File: src/design/src_match_pkg.sv
package src_match_pkg;
    // table placement and geometry
    localparam logic [15:0] TABLE_BASE = 16'h6100;
    localparam int TABLE_BYTES = 96;
    localparam int SHORT_ENTRIES = 24;
    localparam int EXT_ENTRIES = 12;
    localparam int SHORT_ENTRY_BYTES = 4;
    localparam int EXT_ENTRY_BYTES = 8;
    localparam int VEC_W = 24;
    localparam int IDX_W = 7;
    localparam int CNT_W = 5;

    // result index fields
    localparam logic [6:0] IDX_NONE = 7'h3F;
    localparam int IDX_EXT_BIT = 5;
    localparam int IDX_PEND_BIT = 6;

    // source address modes of the frame control field
    localparam logic [1:0] MODE_SHORT = 2'h2;
    localparam logic [1:0] MODE_EXT = 2'h3;

    // reset values
    localparam logic MATCH_EN_RESET = 1'b1;
    localparam logic [23:0] VEC_RESET = 24'h00_0000;

    // timing at the 100 MHz core clock
    localparam int CLK_PERIOD_NS = 10;
    localparam int RX_GAP_US = 192;
    localparam int RX_GAP_CYCLES = (RX_GAP_US * 1000) / CLK_PERIOD_NS;

    // matcher sequence, gray along idle-scan-eval-done
    typedef enum logic [1:0] {
        ST_IDLE = 2'b00,
        ST_SCAN = 2'b01,
        ST_EVAL = 2'b11,
        ST_DONE = 2'b10
    } match_state_t;
endpackage : src_match_pkg

File: src/design/rx_source_address_matcher.sv
`timescale 1ns/1ps
module rx_source_address_matcher #(
    parameter int RX_GAP_CYCLES = src_match_pkg::RX_GAP_CYCLES
) (
    input wire logic core_clk_i,
    input wire logic rst_n_i,
    // table writes from the radio ram port
    input wire logic table_wr_i,
    input wire logic [15:0] table_addr_i,
    input wire logic [7:0] table_wdata_i,
    // match control register
    input wire logic match_control_wr_i,
    input wire logic match_enable_wdata_i,
    input wire logic auto_pending_wdata_i,
    output logic match_enable_o,
    output logic auto_pending_en_o,
    // enable vectors
    input wire logic [23:0] short_entry_enable_vec_i,
    input wire logic [23:0] ext_entry_enable_vec_i,
    input wire logic [23:0] short_pending_enable_vec_i,
    input wire logic [23:0] ext_pending_enable_vec_i,
    output logic [23:0] ext_entry_enable_rd_o,
    // frame filter side
    input wire logic frame_filter_en_i,
    input wire logic frame_accepted_event_i,
    input wire logic pend_datareq_ok_i,
    input wire logic [1:0] src_addr_mode_i,
    input wire logic [15:0] src_panid_i,
    input wire logic [15:0] src_short_i,
    input wire logic [63:0] src_ext_i,
    // results
    output logic [23:0] match_result_mask_o,
    output logic [6:0] match_result_index_o,
    output logic result_wr_o,
    output logic match_done_flag_o,
    output logic match_found_flag_o,
    // status word appended in place of the fcs
    input wire logic auto_checksum_en_i,
    input wire logic append_select_i,
    input wire logic eight_symbols_i,
    input wire logic [7:0] rssi_i,
    input wire logic [6:0] correlation_i,
    input wire logic frame_end_i,
    input wire logic fcs_ok_i,
    output logic fcs_drop_o,
    output logic status_valid_o,
    output logic [7:0] status_byte0_o,
    output logic [7:0] status_byte1_o,
    // receive turnaround
    input wire logic rx_turnaround_disable_i,
    output logic rx_gap_busy_o
);
    localparam int GAP_W = $clog2(RX_GAP_CYCLES + 1);

    generate
        if (RX_GAP_CYCLES < 1) begin : g_bad_gap
            $error("RX_GAP_CYCLES must be at least one");
        end
    endgenerate

    // read one little-endian byte group out of the table
    function automatic logic [15:0] rd16(input logic [7:0] tbl [src_match_pkg::TABLE_BYTES], input int base);
        rd16 = {tbl[base + 1], tbl[base]};
    endfunction : rd16

    // spread each extended bit 2n onto 2n+1
    function automatic logic [23:0] mirror_ext(input logic [23:0] v);
        logic [23:0] r;
        r = '0;
        for (int i = 0; i < src_match_pkg::EXT_ENTRIES; i++) begin
            r[2*i] = v[2*i];
            r[2*i+1] = v[2*i];
        end
        mirror_ext = r;
    endfunction : mirror_ext

    // position of lowest set bit
    function automatic logic [4:0] lowest_bit(input logic [23:0] v);
        logic [4:0] r;
        r = '0;
        for (int i = src_match_pkg::VEC_W - 1; i >= 0; i--) begin
            if (v[i]) begin
                r = 5'(i);
            end
        end
        lowest_bit = r;
    endfunction : lowest_bit

    logic [7:0] table_mem [src_match_pkg::TABLE_BYTES];
    src_match_pkg::match_state_t state_ff, nxt_state;
    logic match_en_ff;
    logic auto_pend_ff;
    logic is_ext_ff;
    logic [4:0] cnt_ff;
    logic [23:0] hit_ff;
    logic [23:0] en_ff;
    logic [15:0] panid_ff;
    logic [15:0] short_ff;
    logic [63:0] ext_ff;
    logic [23:0] mask_ff;
    logic [6:0] index_ff;
    logic found_ff;
    logic done_ff;
    logic wr_ff;
    logic [7:0] rssi_ff;
    logic [6:0] corr_ff;
    logic status_valid_ff;
    logic [7:0] byte0_ff;
    logic [7:0] byte1_ff;
    logic [GAP_W-1:0] gap_ff;

    // table decode: a write lands only inside the 96-byte window
    wire [15:0] tbl_off = table_addr_i - src_match_pkg::TABLE_BASE;
    wire tbl_hit = table_wr_i && (table_addr_i >= src_match_pkg::TABLE_BASE)
        && (tbl_off < 16'(src_match_pkg::TABLE_BYTES));

    // frame start decode
    wire start_ok = frame_accepted_event_i && frame_filter_en_i && match_en_ff;
    wire has_addr = (src_addr_mode_i == src_match_pkg::MODE_SHORT)
        || (src_addr_mode_i == src_match_pkg::MODE_EXT);
    wire is_ext_now = (src_addr_mode_i == src_match_pkg::MODE_EXT);
    wire [23:0] ext_en_mirror = mirror_ext(ext_entry_enable_vec_i);
    wire [23:0] en_sel = is_ext_ff ? ext_en_mirror : short_entry_enable_vec_i;

    // compare of the entry under the scan counter
    wire [6:0] sbase = 7'(cnt_ff * src_match_pkg::SHORT_ENTRY_BYTES);
    wire [6:0] ebase = 7'(cnt_ff * src_match_pkg::EXT_ENTRY_BYTES);
    wire short_eq = (rd16(table_mem, int'(sbase)) == panid_ff)
        && (rd16(table_mem, int'(sbase) + 2) == short_ff);
    wire ext_eq = {rd16(table_mem, int'(ebase) + 6), rd16(table_mem, int'(ebase) + 4),
        rd16(table_mem, int'(ebase) + 2), rd16(table_mem, int'(ebase))} == ext_ff;
    wire [4:0] last_cnt = is_ext_ff ? 5'(src_match_pkg::EXT_ENTRIES - 1) : 5'(src_match_pkg::SHORT_ENTRIES - 1);
    wire scan_last = (cnt_ff == last_cnt);

    // result forming: only hits on entries enabled the whole way count
    wire [23:0] final_mask = hit_ff & en_ff;
    wire any_hit = |final_mask;
    wire [4:0] low_pos = lowest_bit(final_mask);
    wire [23:0] pend_sel = is_ext_ff ? mirror_ext(ext_pending_enable_vec_i) : short_pending_enable_vec_i;
    wire pend_hit = auto_pend_ff && frame_filter_en_i && match_en_ff && pend_datareq_ok_i
        && |(final_mask & pend_sel);
    wire [4:0] entry_num = is_ext_ff ? {1'b0, low_pos[4:1]} : low_pos;
    wire [6:0] nxt_index = any_hit ? {pend_hit, is_ext_ff, entry_num}
        : src_match_pkg::IDX_NONE;

    // table storage, software owned
    always_ff @(posedge core_clk_i) begin
        if (tbl_hit) begin
            table_mem[tbl_off[6:0]] <= table_wdata_i;
        end
    end

    // match control register
    always_ff @(posedge core_clk_i) begin
        if (!rst_n_i) begin
            match_en_ff <= src_match_pkg::MATCH_EN_RESET;
            auto_pend_ff <= 1'b0;
        end else if (match_control_wr_i) begin
            match_en_ff <= match_enable_wdata_i;
            auto_pend_ff <= auto_pending_wdata_i;
        end
    end

    // sequence: a frame with no source address skips the scan
    always_comb begin
        nxt_state = state_ff;
        case (state_ff)
            src_match_pkg::ST_IDLE: begin
                if (start_ok) begin
                    nxt_state = has_addr ? src_match_pkg::ST_SCAN : src_match_pkg::ST_EVAL;
                end
            end
            src_match_pkg::ST_SCAN: begin
                if (scan_last) begin
                    nxt_state = src_match_pkg::ST_EVAL;
                end
            end
            src_match_pkg::ST_EVAL: nxt_state = src_match_pkg::ST_DONE;
            src_match_pkg::ST_DONE: nxt_state = src_match_pkg::ST_IDLE;
            default: nxt_state = src_match_pkg::ST_IDLE;
        endcase
    end

    always_ff @(posedge core_clk_i) begin
        if (!rst_n_i) begin
            state_ff <= src_match_pkg::ST_IDLE;
        end else begin
            state_ff <= nxt_state;
        end
    end

    // frame capture and scan bookkeeping; enable mask is reloaded in idle and only loses bits during the scan
    always_ff @(posedge core_clk_i) begin
        if (!rst_n_i) begin
            cnt_ff <= '0;
            hit_ff <= src_match_pkg::VEC_RESET;
            en_ff <= src_match_pkg::VEC_RESET;
            is_ext_ff <= 1'b0;
            panid_ff <= '0;
            short_ff <= '0;
            ext_ff <= '0;
        end else if (state_ff == src_match_pkg::ST_IDLE) begin
            cnt_ff <= '0;
            hit_ff <= src_match_pkg::VEC_RESET;
            en_ff <= is_ext_now ? ext_en_mirror : short_entry_enable_vec_i;
            if (start_ok) begin
                is_ext_ff <= is_ext_now;
                panid_ff <= src_panid_i;
                short_ff <= src_short_i;
                ext_ff <= src_ext_i;
            end
        end else if (state_ff == src_match_pkg::ST_SCAN) begin
            cnt_ff <= cnt_ff + 5'd1;
            en_ff <= en_ff & en_sel;
            if (!is_ext_ff && short_eq) begin
                hit_ff[cnt_ff] <= 1'b1;
            end
            if (is_ext_ff && ext_eq) begin
                hit_ff[{cnt_ff[3:0], 1'b0}] <= 1'b1;
                hit_ff[{cnt_ff[3:0], 1'b1}] <= 1'b1;
            end
        end
    end

    // results and flags: found in eval, done one cycle later
    always_ff @(posedge core_clk_i) begin
        if (!rst_n_i) begin
            mask_ff <= src_match_pkg::VEC_RESET;
            index_ff <= src_match_pkg::IDX_NONE;
            found_ff <= 1'b0;
            done_ff <= 1'b0;
            wr_ff <= 1'b0;
        end else begin
            found_ff <= (state_ff == src_match_pkg::ST_EVAL) && any_hit;
            done_ff <= (state_ff == src_match_pkg::ST_DONE);
            wr_ff <= (state_ff == src_match_pkg::ST_EVAL);
            if (state_ff == src_match_pkg::ST_EVAL) begin
                mask_ff <= final_mask;
                index_ff <= nxt_index;
            end
        end
    end

    // rssi and correlation caught once eight symbols have passed
    always_ff @(posedge core_clk_i) begin
        if (!rst_n_i) begin
            rssi_ff <= '0;
            corr_ff <= '0;
        end else if (eight_symbols_i) begin
            rssi_ff <= rssi_i;
            corr_ff <= correlation_i;
        end
    end

    // status word built at frame end; index replaces link quality when asked
    always_ff @(posedge core_clk_i) begin
        if (!rst_n_i) begin
            status_valid_ff <= 1'b0;
            byte0_ff <= '0;
            byte1_ff <= '0;
        end else begin
            status_valid_ff <= frame_end_i && auto_checksum_en_i;
            if (frame_end_i && auto_checksum_en_i) begin
                byte0_ff <= rssi_ff;
                byte1_ff <= {fcs_ok_i, append_select_i ? index_ff : corr_ff};
            end
        end
    end

    // extra receive gap after a frame when turnaround is not disabled
    always_ff @(posedge core_clk_i) begin
        if (!rst_n_i) begin
            gap_ff <= '0;
        end else if (frame_end_i && !rx_turnaround_disable_i) begin
            gap_ff <= GAP_W'(RX_GAP_CYCLES);
        end else if (gap_ff != '0) begin
            gap_ff <= gap_ff - GAP_W'(1);
        end
    end

    // outputs; software must disable an entry while rewriting it
    assign match_enable_o = match_en_ff;
    assign auto_pending_en_o = auto_pend_ff;
    assign ext_entry_enable_rd_o = ext_en_mirror;
    assign match_result_mask_o = mask_ff;
    assign match_result_index_o = index_ff;
    assign result_wr_o = wr_ff;
    assign match_done_flag_o = done_ff;
    assign match_found_flag_o = found_ff;
    assign fcs_drop_o = auto_checksum_en_i;
    assign status_valid_o = status_valid_ff;
    assign status_byte0_o = byte0_ff;
    assign status_byte1_o = byte1_ff;
    assign rx_gap_busy_o = (gap_ff != '0);

    // checks
    property p_found_before_done;
        @(posedge core_clk_i) disable iff (!rst_n_i)
        match_found_flag_o |=> match_done_flag_o;
    endproperty
    a_found_before_done: assert property (p_found_before_done) else $error("found not followed by done");
    property p_done_after_start;
        @(posedge core_clk_i) disable iff (!rst_n_i)
        (state_ff == src_match_pkg::ST_IDLE && start_ok) |-> ##[2:27] match_done_flag_o;
    endproperty
    a_done_after_start: assert property (p_done_after_start) else $error("done missing after start");
    property p_no_start_unfiltered;
        @(posedge core_clk_i) disable iff (!rst_n_i)
        (state_ff == src_match_pkg::ST_IDLE && !(frame_filter_en_i && match_en_ff)) |=>
            state_ff == src_match_pkg::ST_IDLE;
    endproperty
    a_no_start_unfiltered: assert property (p_no_start_unfiltered) else $error("match started unfiltered");
    property p_none_index;
        @(posedge core_clk_i) disable iff (!rst_n_i)
        (result_wr_o && match_result_mask_o == '0) |-> match_result_index_o == 7'h3F;
    endproperty
    a_none_index: assert property (p_none_index) else $error("no-match index wrong");
    property p_found_mask;
        @(posedge core_clk_i) disable iff (!rst_n_i)
        match_found_flag_o |-> (match_result_mask_o != '0 && match_result_index_o[4:0] < 5'd24);
    endproperty
    a_found_mask: assert property (p_found_mask) else $error("found without mask");
    property p_ext_pairs;
        @(posedge core_clk_i) disable iff (!rst_n_i)
        (result_wr_o && match_result_index_o[5] && match_result_index_o != 7'h3F) |->
            match_result_mask_o == mirror_ext(match_result_mask_o);
    endproperty
    a_ext_pairs: assert property (p_ext_pairs) else $error("extended mask not paired");
    property p_mirror_read;
        @(posedge core_clk_i) disable iff (!rst_n_i)
        ext_entry_enable_rd_o[1] == ext_entry_enable_vec_i[0];
    endproperty
    a_mirror_read: assert property (p_mirror_read) else $error("odd enable bit not mirrored");
    property p_gap_length;
        @(posedge core_clk_i) disable iff (!rst_n_i)
        (frame_end_i && !rx_turnaround_disable_i) |=> rx_gap_busy_o [*8];
    endproperty
    a_gap_length: assert property (p_gap_length) else $error("turnaround gap too short");
    property p_status_word;
        @(posedge core_clk_i) disable iff (!rst_n_i)
        (frame_end_i && auto_checksum_en_i && append_select_i) |=>
            status_valid_o && status_byte1_o == {$past(fcs_ok_i), $past(index_ff)};
    endproperty
    a_status_word: assert property (p_status_word) else $error("status word wrong");
endmodule : rx_source_address_matcher

File: config.mk
export PLATFORM = sky130hd
export DESIGN_NAME = rx_source_address_matcher
export DESIGN_NICKNAME = d
export VERILOG_FILES = /design/src/design/src_match_pkg.sv /design/src/design/rx_source_address_matcher.sv
export SDC_FILE = /design/constraint.sdc
export NUM_CORES = 2
export LEC_CHECK = 0
export BUFFER_PORTS_ARGS = -buffer_cell sky130_fd_sc_hd__buf_2
export CAP_MARGIN = 20
export CORE_MARGIN = 3
export CORE_UTILIZATION = 61
export DETAILED_ROUTE_END_ITERATION = 8
export GPL_TIMING_DRIVEN = 0
export PLACE_DENSITY = 0.85
export SYNTH_ARGS = -nofsm -noshare
export SYNTH_HDL_FRONTEND = slang
export SYNTH_SLANG_ARGS = --single-unit
File: constraint.sdc
create_clock -name core_clk_i -period 4.5 [get_ports core_clk_i]
set_clock_uncertainty 0.15 [all_clocks]
set_input_delay 1.35 -clock core_clk_i [delete_from_list [all_inputs] [get_ports core_clk_i]]
set_output_delay 1.35 -clock core_clk_i [all_outputs]
set_load 0.03 [all_outputs]
==> impl_metrics.yaml, run 1 <==
status:
  outcome: "stopped before the end"
  stop_stage: "5_1_grt"
  error_line: "[ERROR GRT-0232] Routing congestion too high. Check the congestion heatmap in the GUI."
synth:
  netlist_area_sq_mm: 0.0486
  yosys_warnings: 0
  seq_area_frac_synth_pct: 57.1
  syn-num-nets: 3961
  async_reset_ff_share_pct: 0
  synthMuxAreaShare_pct: 18.0
  syn_area_per_cell_sq_um: 13.1
  synthCells: 3708
  synth_top_family_by_area: "multiplexers"
  yosys.area_share.simple_pct: 9.45
  yosys-top-cells-area: "edfxtp_1 47%, mux4_2 11%, dfxtp_1 9.7%"
  ys_ff_latch: 1003
  synthAdderAreaFrac_pct: 0.129
  synth_area_leader_cell: "edfxtp_1"
  synthXorXnorAreaFrac_pct: 1.17
  yosys.area.top_type_share_pct: 47.4
  synth_edf_count: 768
  synth_compound_area_share_pct: 10.5
  synth_flop_cell: "edfxtp_1"
  synth_cell_type_count: 83
floorplan:
  start_util_pct: 62.2
  rows: 102
  die_y_microns: 288
  num_io_pins: 327
  fp.dieW_microns: 288
place:
  placed_area_sq_mm: 0.0524
  preCtsSetupSlack_ns: -2.33
  dp_cells: 5109
  numPortBuffers: 300
  gp_congestion: 1.18
  dp_hpwl_microns: 186000
cts:
  root_buffer: "clkbuf_16"
  clkSinkCount: 1003
  cts-htree-levels: 3
  numCtsBuffers: 102
  cts_buffer_depth: 3
  ctsHoldBuffers: 0
global_route:
  grtUsageTotal_pct: 69.3
  grt_start_max_net_pins: 97
  overflow: 1
cells by family after synthesis:
group / after synthesis
adder cells (fa/ha/maj): 5
flip-flops: 1003
XOR/XNOR: 65
multiplexers: 582
buffers and inverters: 318
AO/OA/AOI/OAI: 748
AND/OR/NAND/NOR: 987
stage by stage:
step                      setup TNS, ns  util [%]  hold WS (ns)
after floorplan                       0         -         0.279
after global placement           -58.34      65.7         0.289
after detailed placement         -51.07      66.9         0.305
after CTS                      -0.00852      76.2         0.311
cells in the mapped netlist, types with 65 or more instances:
| cell | count |
|---|---|
| edfxtp_1 | 768 |
| nand2_1 | 446 |
| mux2i_1 | 318 |
| dfxtp_1 | 235 |
| mux4_2 | 227 |
| nor2_1 | 176 |
| clkbuf_1 | 138 |
| a21oi_1 | 136 |
| o21ai_0 | 128 |
| a21boi_0 | 115 |
| a22oi_1 | 81 |
| buf_4 | 66 |
| o22ai_1 | 65 |
metal layers:
| layer | overflow | global-route usage [%] |
|---|---|---|
| met1 | 0 | 70.5 |
| met2 | 1 | 85.5 |
| met3 | 0 | 55.7 |
| met4 | 0 | 62.7 |
| met5 | 0 | 27.9 |
timing repair:
item	in CTS
buffers inserted	126
resized for setup	580
gates cloned	3
endpoints found under the setup margin	26
pin swaps	54
==> run 2: changes to the inputs <==
--- a/config.mk
+++ b/config.mk
@@ -8,10 +8,10 @@
 export BUFFER_PORTS_ARGS = -buffer_cell sky130_fd_sc_hd__buf_2
 export CAP_MARGIN = 20
 export CORE_MARGIN = 3
-export CORE_UTILIZATION = 61
+export CORE_UTILIZATION = 40
 export DETAILED_ROUTE_END_ITERATION = 8
 export GPL_TIMING_DRIVEN = 0
-export PLACE_DENSITY = 0.85
+export PLACE_DENSITY_LB_ADDON = 0.15
 export SYNTH_ARGS = -nofsm -noshare
 export SYNTH_HDL_FRONTEND = slang
 export SYNTH_SLANG_ARGS = --single-unit
==> run 2 against run 1 <==
The flow now finishes, with violations (negative setup slack). Area after synthesis stayed put. Synthesized cell count unchanged.
==> impl_metrics.yaml, run 2 <==
sta:
  finalHoldViolCount: 0
  finalCritPeriodShare_pct: 108
  setup_ws_ns: -0.338
  finalSetupTns_ns: -5.99
  rsz0062_at_grt: "yes"
  min_period_ns: 4.84
  fmax_mhz: 207
  drv_slew: 0
  setup_violations: 24
  tightest_slew_ns: 1.34
  slew_headroom_pct: 10.6
worst_hold_path:
  hold_path.class: "flop to flop"
  hp-start: "gap_ff[5]"
  worstHoldPathCells: 2
  hold_end: "gap_ff[5]"
detailed_routing:
  drt_pass1_iterations: 9
  drt-total-wl_microns: 292000
  vias_per_cell: 6.87
  drtIter0Drc: 7338
  ant_nets: 0
  vias: 42300
  avgRoutedWirePerCell_microns: 47.5
  drc: 0
setup_path:
  cp-end-kind: "flop"
  rrSetupSlack_ns: -0.34
  regToRegEndpoint: "hit_ff[13]"
  worstPathRequired_ns: 5.04
  cp-start-kind: "flop"
  reg2reg_depth: 19
  worstPathArrival_ns: 5.38
  crit_type: "flop to flop"
  critical_path.max_fanout: 10
  timing.rr.start: "cnt_ff[1]"
global_route:
  overflow: 0
  grt_first_pass_wirelength_microns: 373000
  grt_pass1_vias: 38400
  grtUsageTotal_pct: 45.5
  antenna_found_initial: 25
  grt_start_max_net_pins: 73
floorplan:
  coreArea_sq_mm: 0.120
  die_area_sq_mm: 0.126
  num_io_pins: 327
  rows: 127
  start_util_pct: 40.4
  die_y_microns: 355
  fp.dieW_microns: 355
layout:
  drive_above_1_share_pct: 32.3
  syn_to_final_growth_pct: 28.8
  nNetsFinal: 4676
  final_area_sq_mm: 0.0626
  final_cells: 6159
  layout_common_cells: "768 x edfxtp_1, 439 x nand2_1, 300 x buf_2"
  final_common_cell: "edfxtp_1"
  post-route-util_pct: 52.1
  regArea_sq_mm: 0.0278
  fillCellCount: 10300
  largest_reg_flops: 768
  multi_input_area_sq_mm: 0.0205
synth:
  syn-num-nets: 3961
  synthCells: 3708
  synth_commonest_cells: "768 x edfxtp_1, 446 x nand2_1, 318 x mux2i_1"
  yosysMostFrequentCell: "edfxtp_1"
  synth_area_leader_cell: "edfxtp_1"
  synth_cell_type_count: 83
  synth_flop_cell: "edfxtp_1"
  yosys_warnings: 0
  ys_ff_latch: 1003
  seq_area_frac_synth_pct: 57.1
  async_reset_ff_share_pct: 0
  netlist_area_sq_mm: 0.0486
  synth_edf_count: 768
  yosys-top-cells-area: "edfxtp_1 47%, mux4_2 11%, dfxtp_1 9.7%"
  syn_area_per_cell_sq_um: 13.1
  yosys.area.top_type_share_pct: 47.4
place:
  placed_area_sq_mm: 0.0535
  numPortBuffers: 300
  dp_hpwl_microns: 212000
  gp_congestion: 1.09
  dp_cells: 5702
status:
  violations: "negative setup slack"
  outcome: "complete, but fails checks"
cts:
  cts_tree: "yes"
  clk_pin_slew_ns: 0.06
  insertion_delay_ns: 0.77
  cts-htree-levels: 3
  numCtsBuffers: 110
  ctsHoldBuffers: 0
  clkSinkCount: 1003
  root_buffer: "clkbuf_16"
  cts_buffer_depth: 3
power:
  power_w: 0.0222
  peakVddDrop_uv: 324
  leakagePower_nw: 21.2
  power_density_mw_per_mm2: 355
run:
  timing.max_cap.violations: 0
run 2: cell counts after synthesis:
No cell type changed its count.
run 2: power breakdown:
| group | leakage [nW] | internal, W | switching (W) | total [W] |
|---|---|---|---|---|
| Clock | 1.88 | 0.00564 | 0.00408 | 0.00972 |
| Combinational | 10.5 | 0.000867 | 0.00140 | 0.00227 |
| Sequential | 8.82 | 0.0101 | 0.000185 | 0.0103 |
run 2: cell type report:
type / instances / area share, %
Antenna cell: 30 / 0.120
Tap cell: 1612 / 3.22
Multi-Input combinational cell: 2387 / 32.8
Timing Repair Buffer: 611 / 8.13
Clock inverter: 65 / 1.19
Clock buffer: 141 / 4.91
Inverter: 32 / 0.204
Sequential cell: 1003 / 44.4
Buffer: 278 / 5.08
run 2: critical path, stage by stage, from the launching register on:
cell	delay (ns)
dfxtp_2	0.35
buf_8	0.16
buf_12	0.15
buf_16	0.20
buf_16	0.18
buf_16	0.19
buf_16	0.26
buf_12	0.26
mux2i_1	0.21
a221oi_4	0.51
a22oi_1	0.16
xnor2_1	0.30
nor3_2	0.38
nand4_1	0.17
buf_6	0.17
nor4_4	0.13
buf_4	0.19
buf_6	0.13
nand4_1	0.23
nand3b_1	0.16
run 2: logic make-up (layout without fill, tap and decap cells):
family	after synthesis	after routing	synth area share (%)
compound gates	748	748	10.5
xor+xnor	65	65	1.17
fa+ha+maj	5	5	0.129
buf+inv	318	1127	3.65
flops	1003	1003	57.1
mux	582	582	18.0
other cells	0	30	0
simple gates	987	987	9.45
run 2: timing repair:
item / 4_1_cts / 5_1_grt
buffers inserted: 151 / 66
setup endpoints to repair: 26 / 25
resized for setup: 579 / 131
cloned: 4 / 1
pin swaps: 68 / 50
endpoints found under the hold margin: 0 / 0
run 2: worst max-delay path by stage:
stage / from / end / slack [ns] / cells past startpoint
global route: cnt_ff[1] / hit_ff[21] / -0.26 / 17
floorplan: cnt_ff[1] / hit_ff[21] / 0.66 / 18
detailed placement: cnt_ff[1] / hit_ff[13] / -3.55 / 18
global placement: cnt_ff[3] / hit_ff[13] / -3.73 / 13
CTS: cnt_ff[0] / hit_ff[6] / -0.19 / 16
finish: cnt_ff[1] / hit_ff[13] / -0.34 / 19
run 2: routing by layer:
| metal | GRT usage (%) | vias to the layer above | routed length, microns |
|---|---|---|---|
| met4 | 36.7 | 8 | 29500 |
| met2 | 63.3 | 4287 | 118000 |
| met3 | 19.7 | 1120 | 43000 |
| li1 | - | 15900 | - |
| met5 | 1.65 | - | 173 |
| met1 | 54.5 | 21000 | 102000 |
run 2: through the flow:
stage / worst slack (ns) / hold slack, ns
after floorplan: 0.664 / 0.279
after global placement: -3.73 / 0.296
after detailed placement: -3.55 / 0.299
after CTS: -0.194 / 0.308
after global routing: -0.255 / 0.334
final: -0.338 / 0.306
Note: power is estimated with default switching activity, not from simulation.
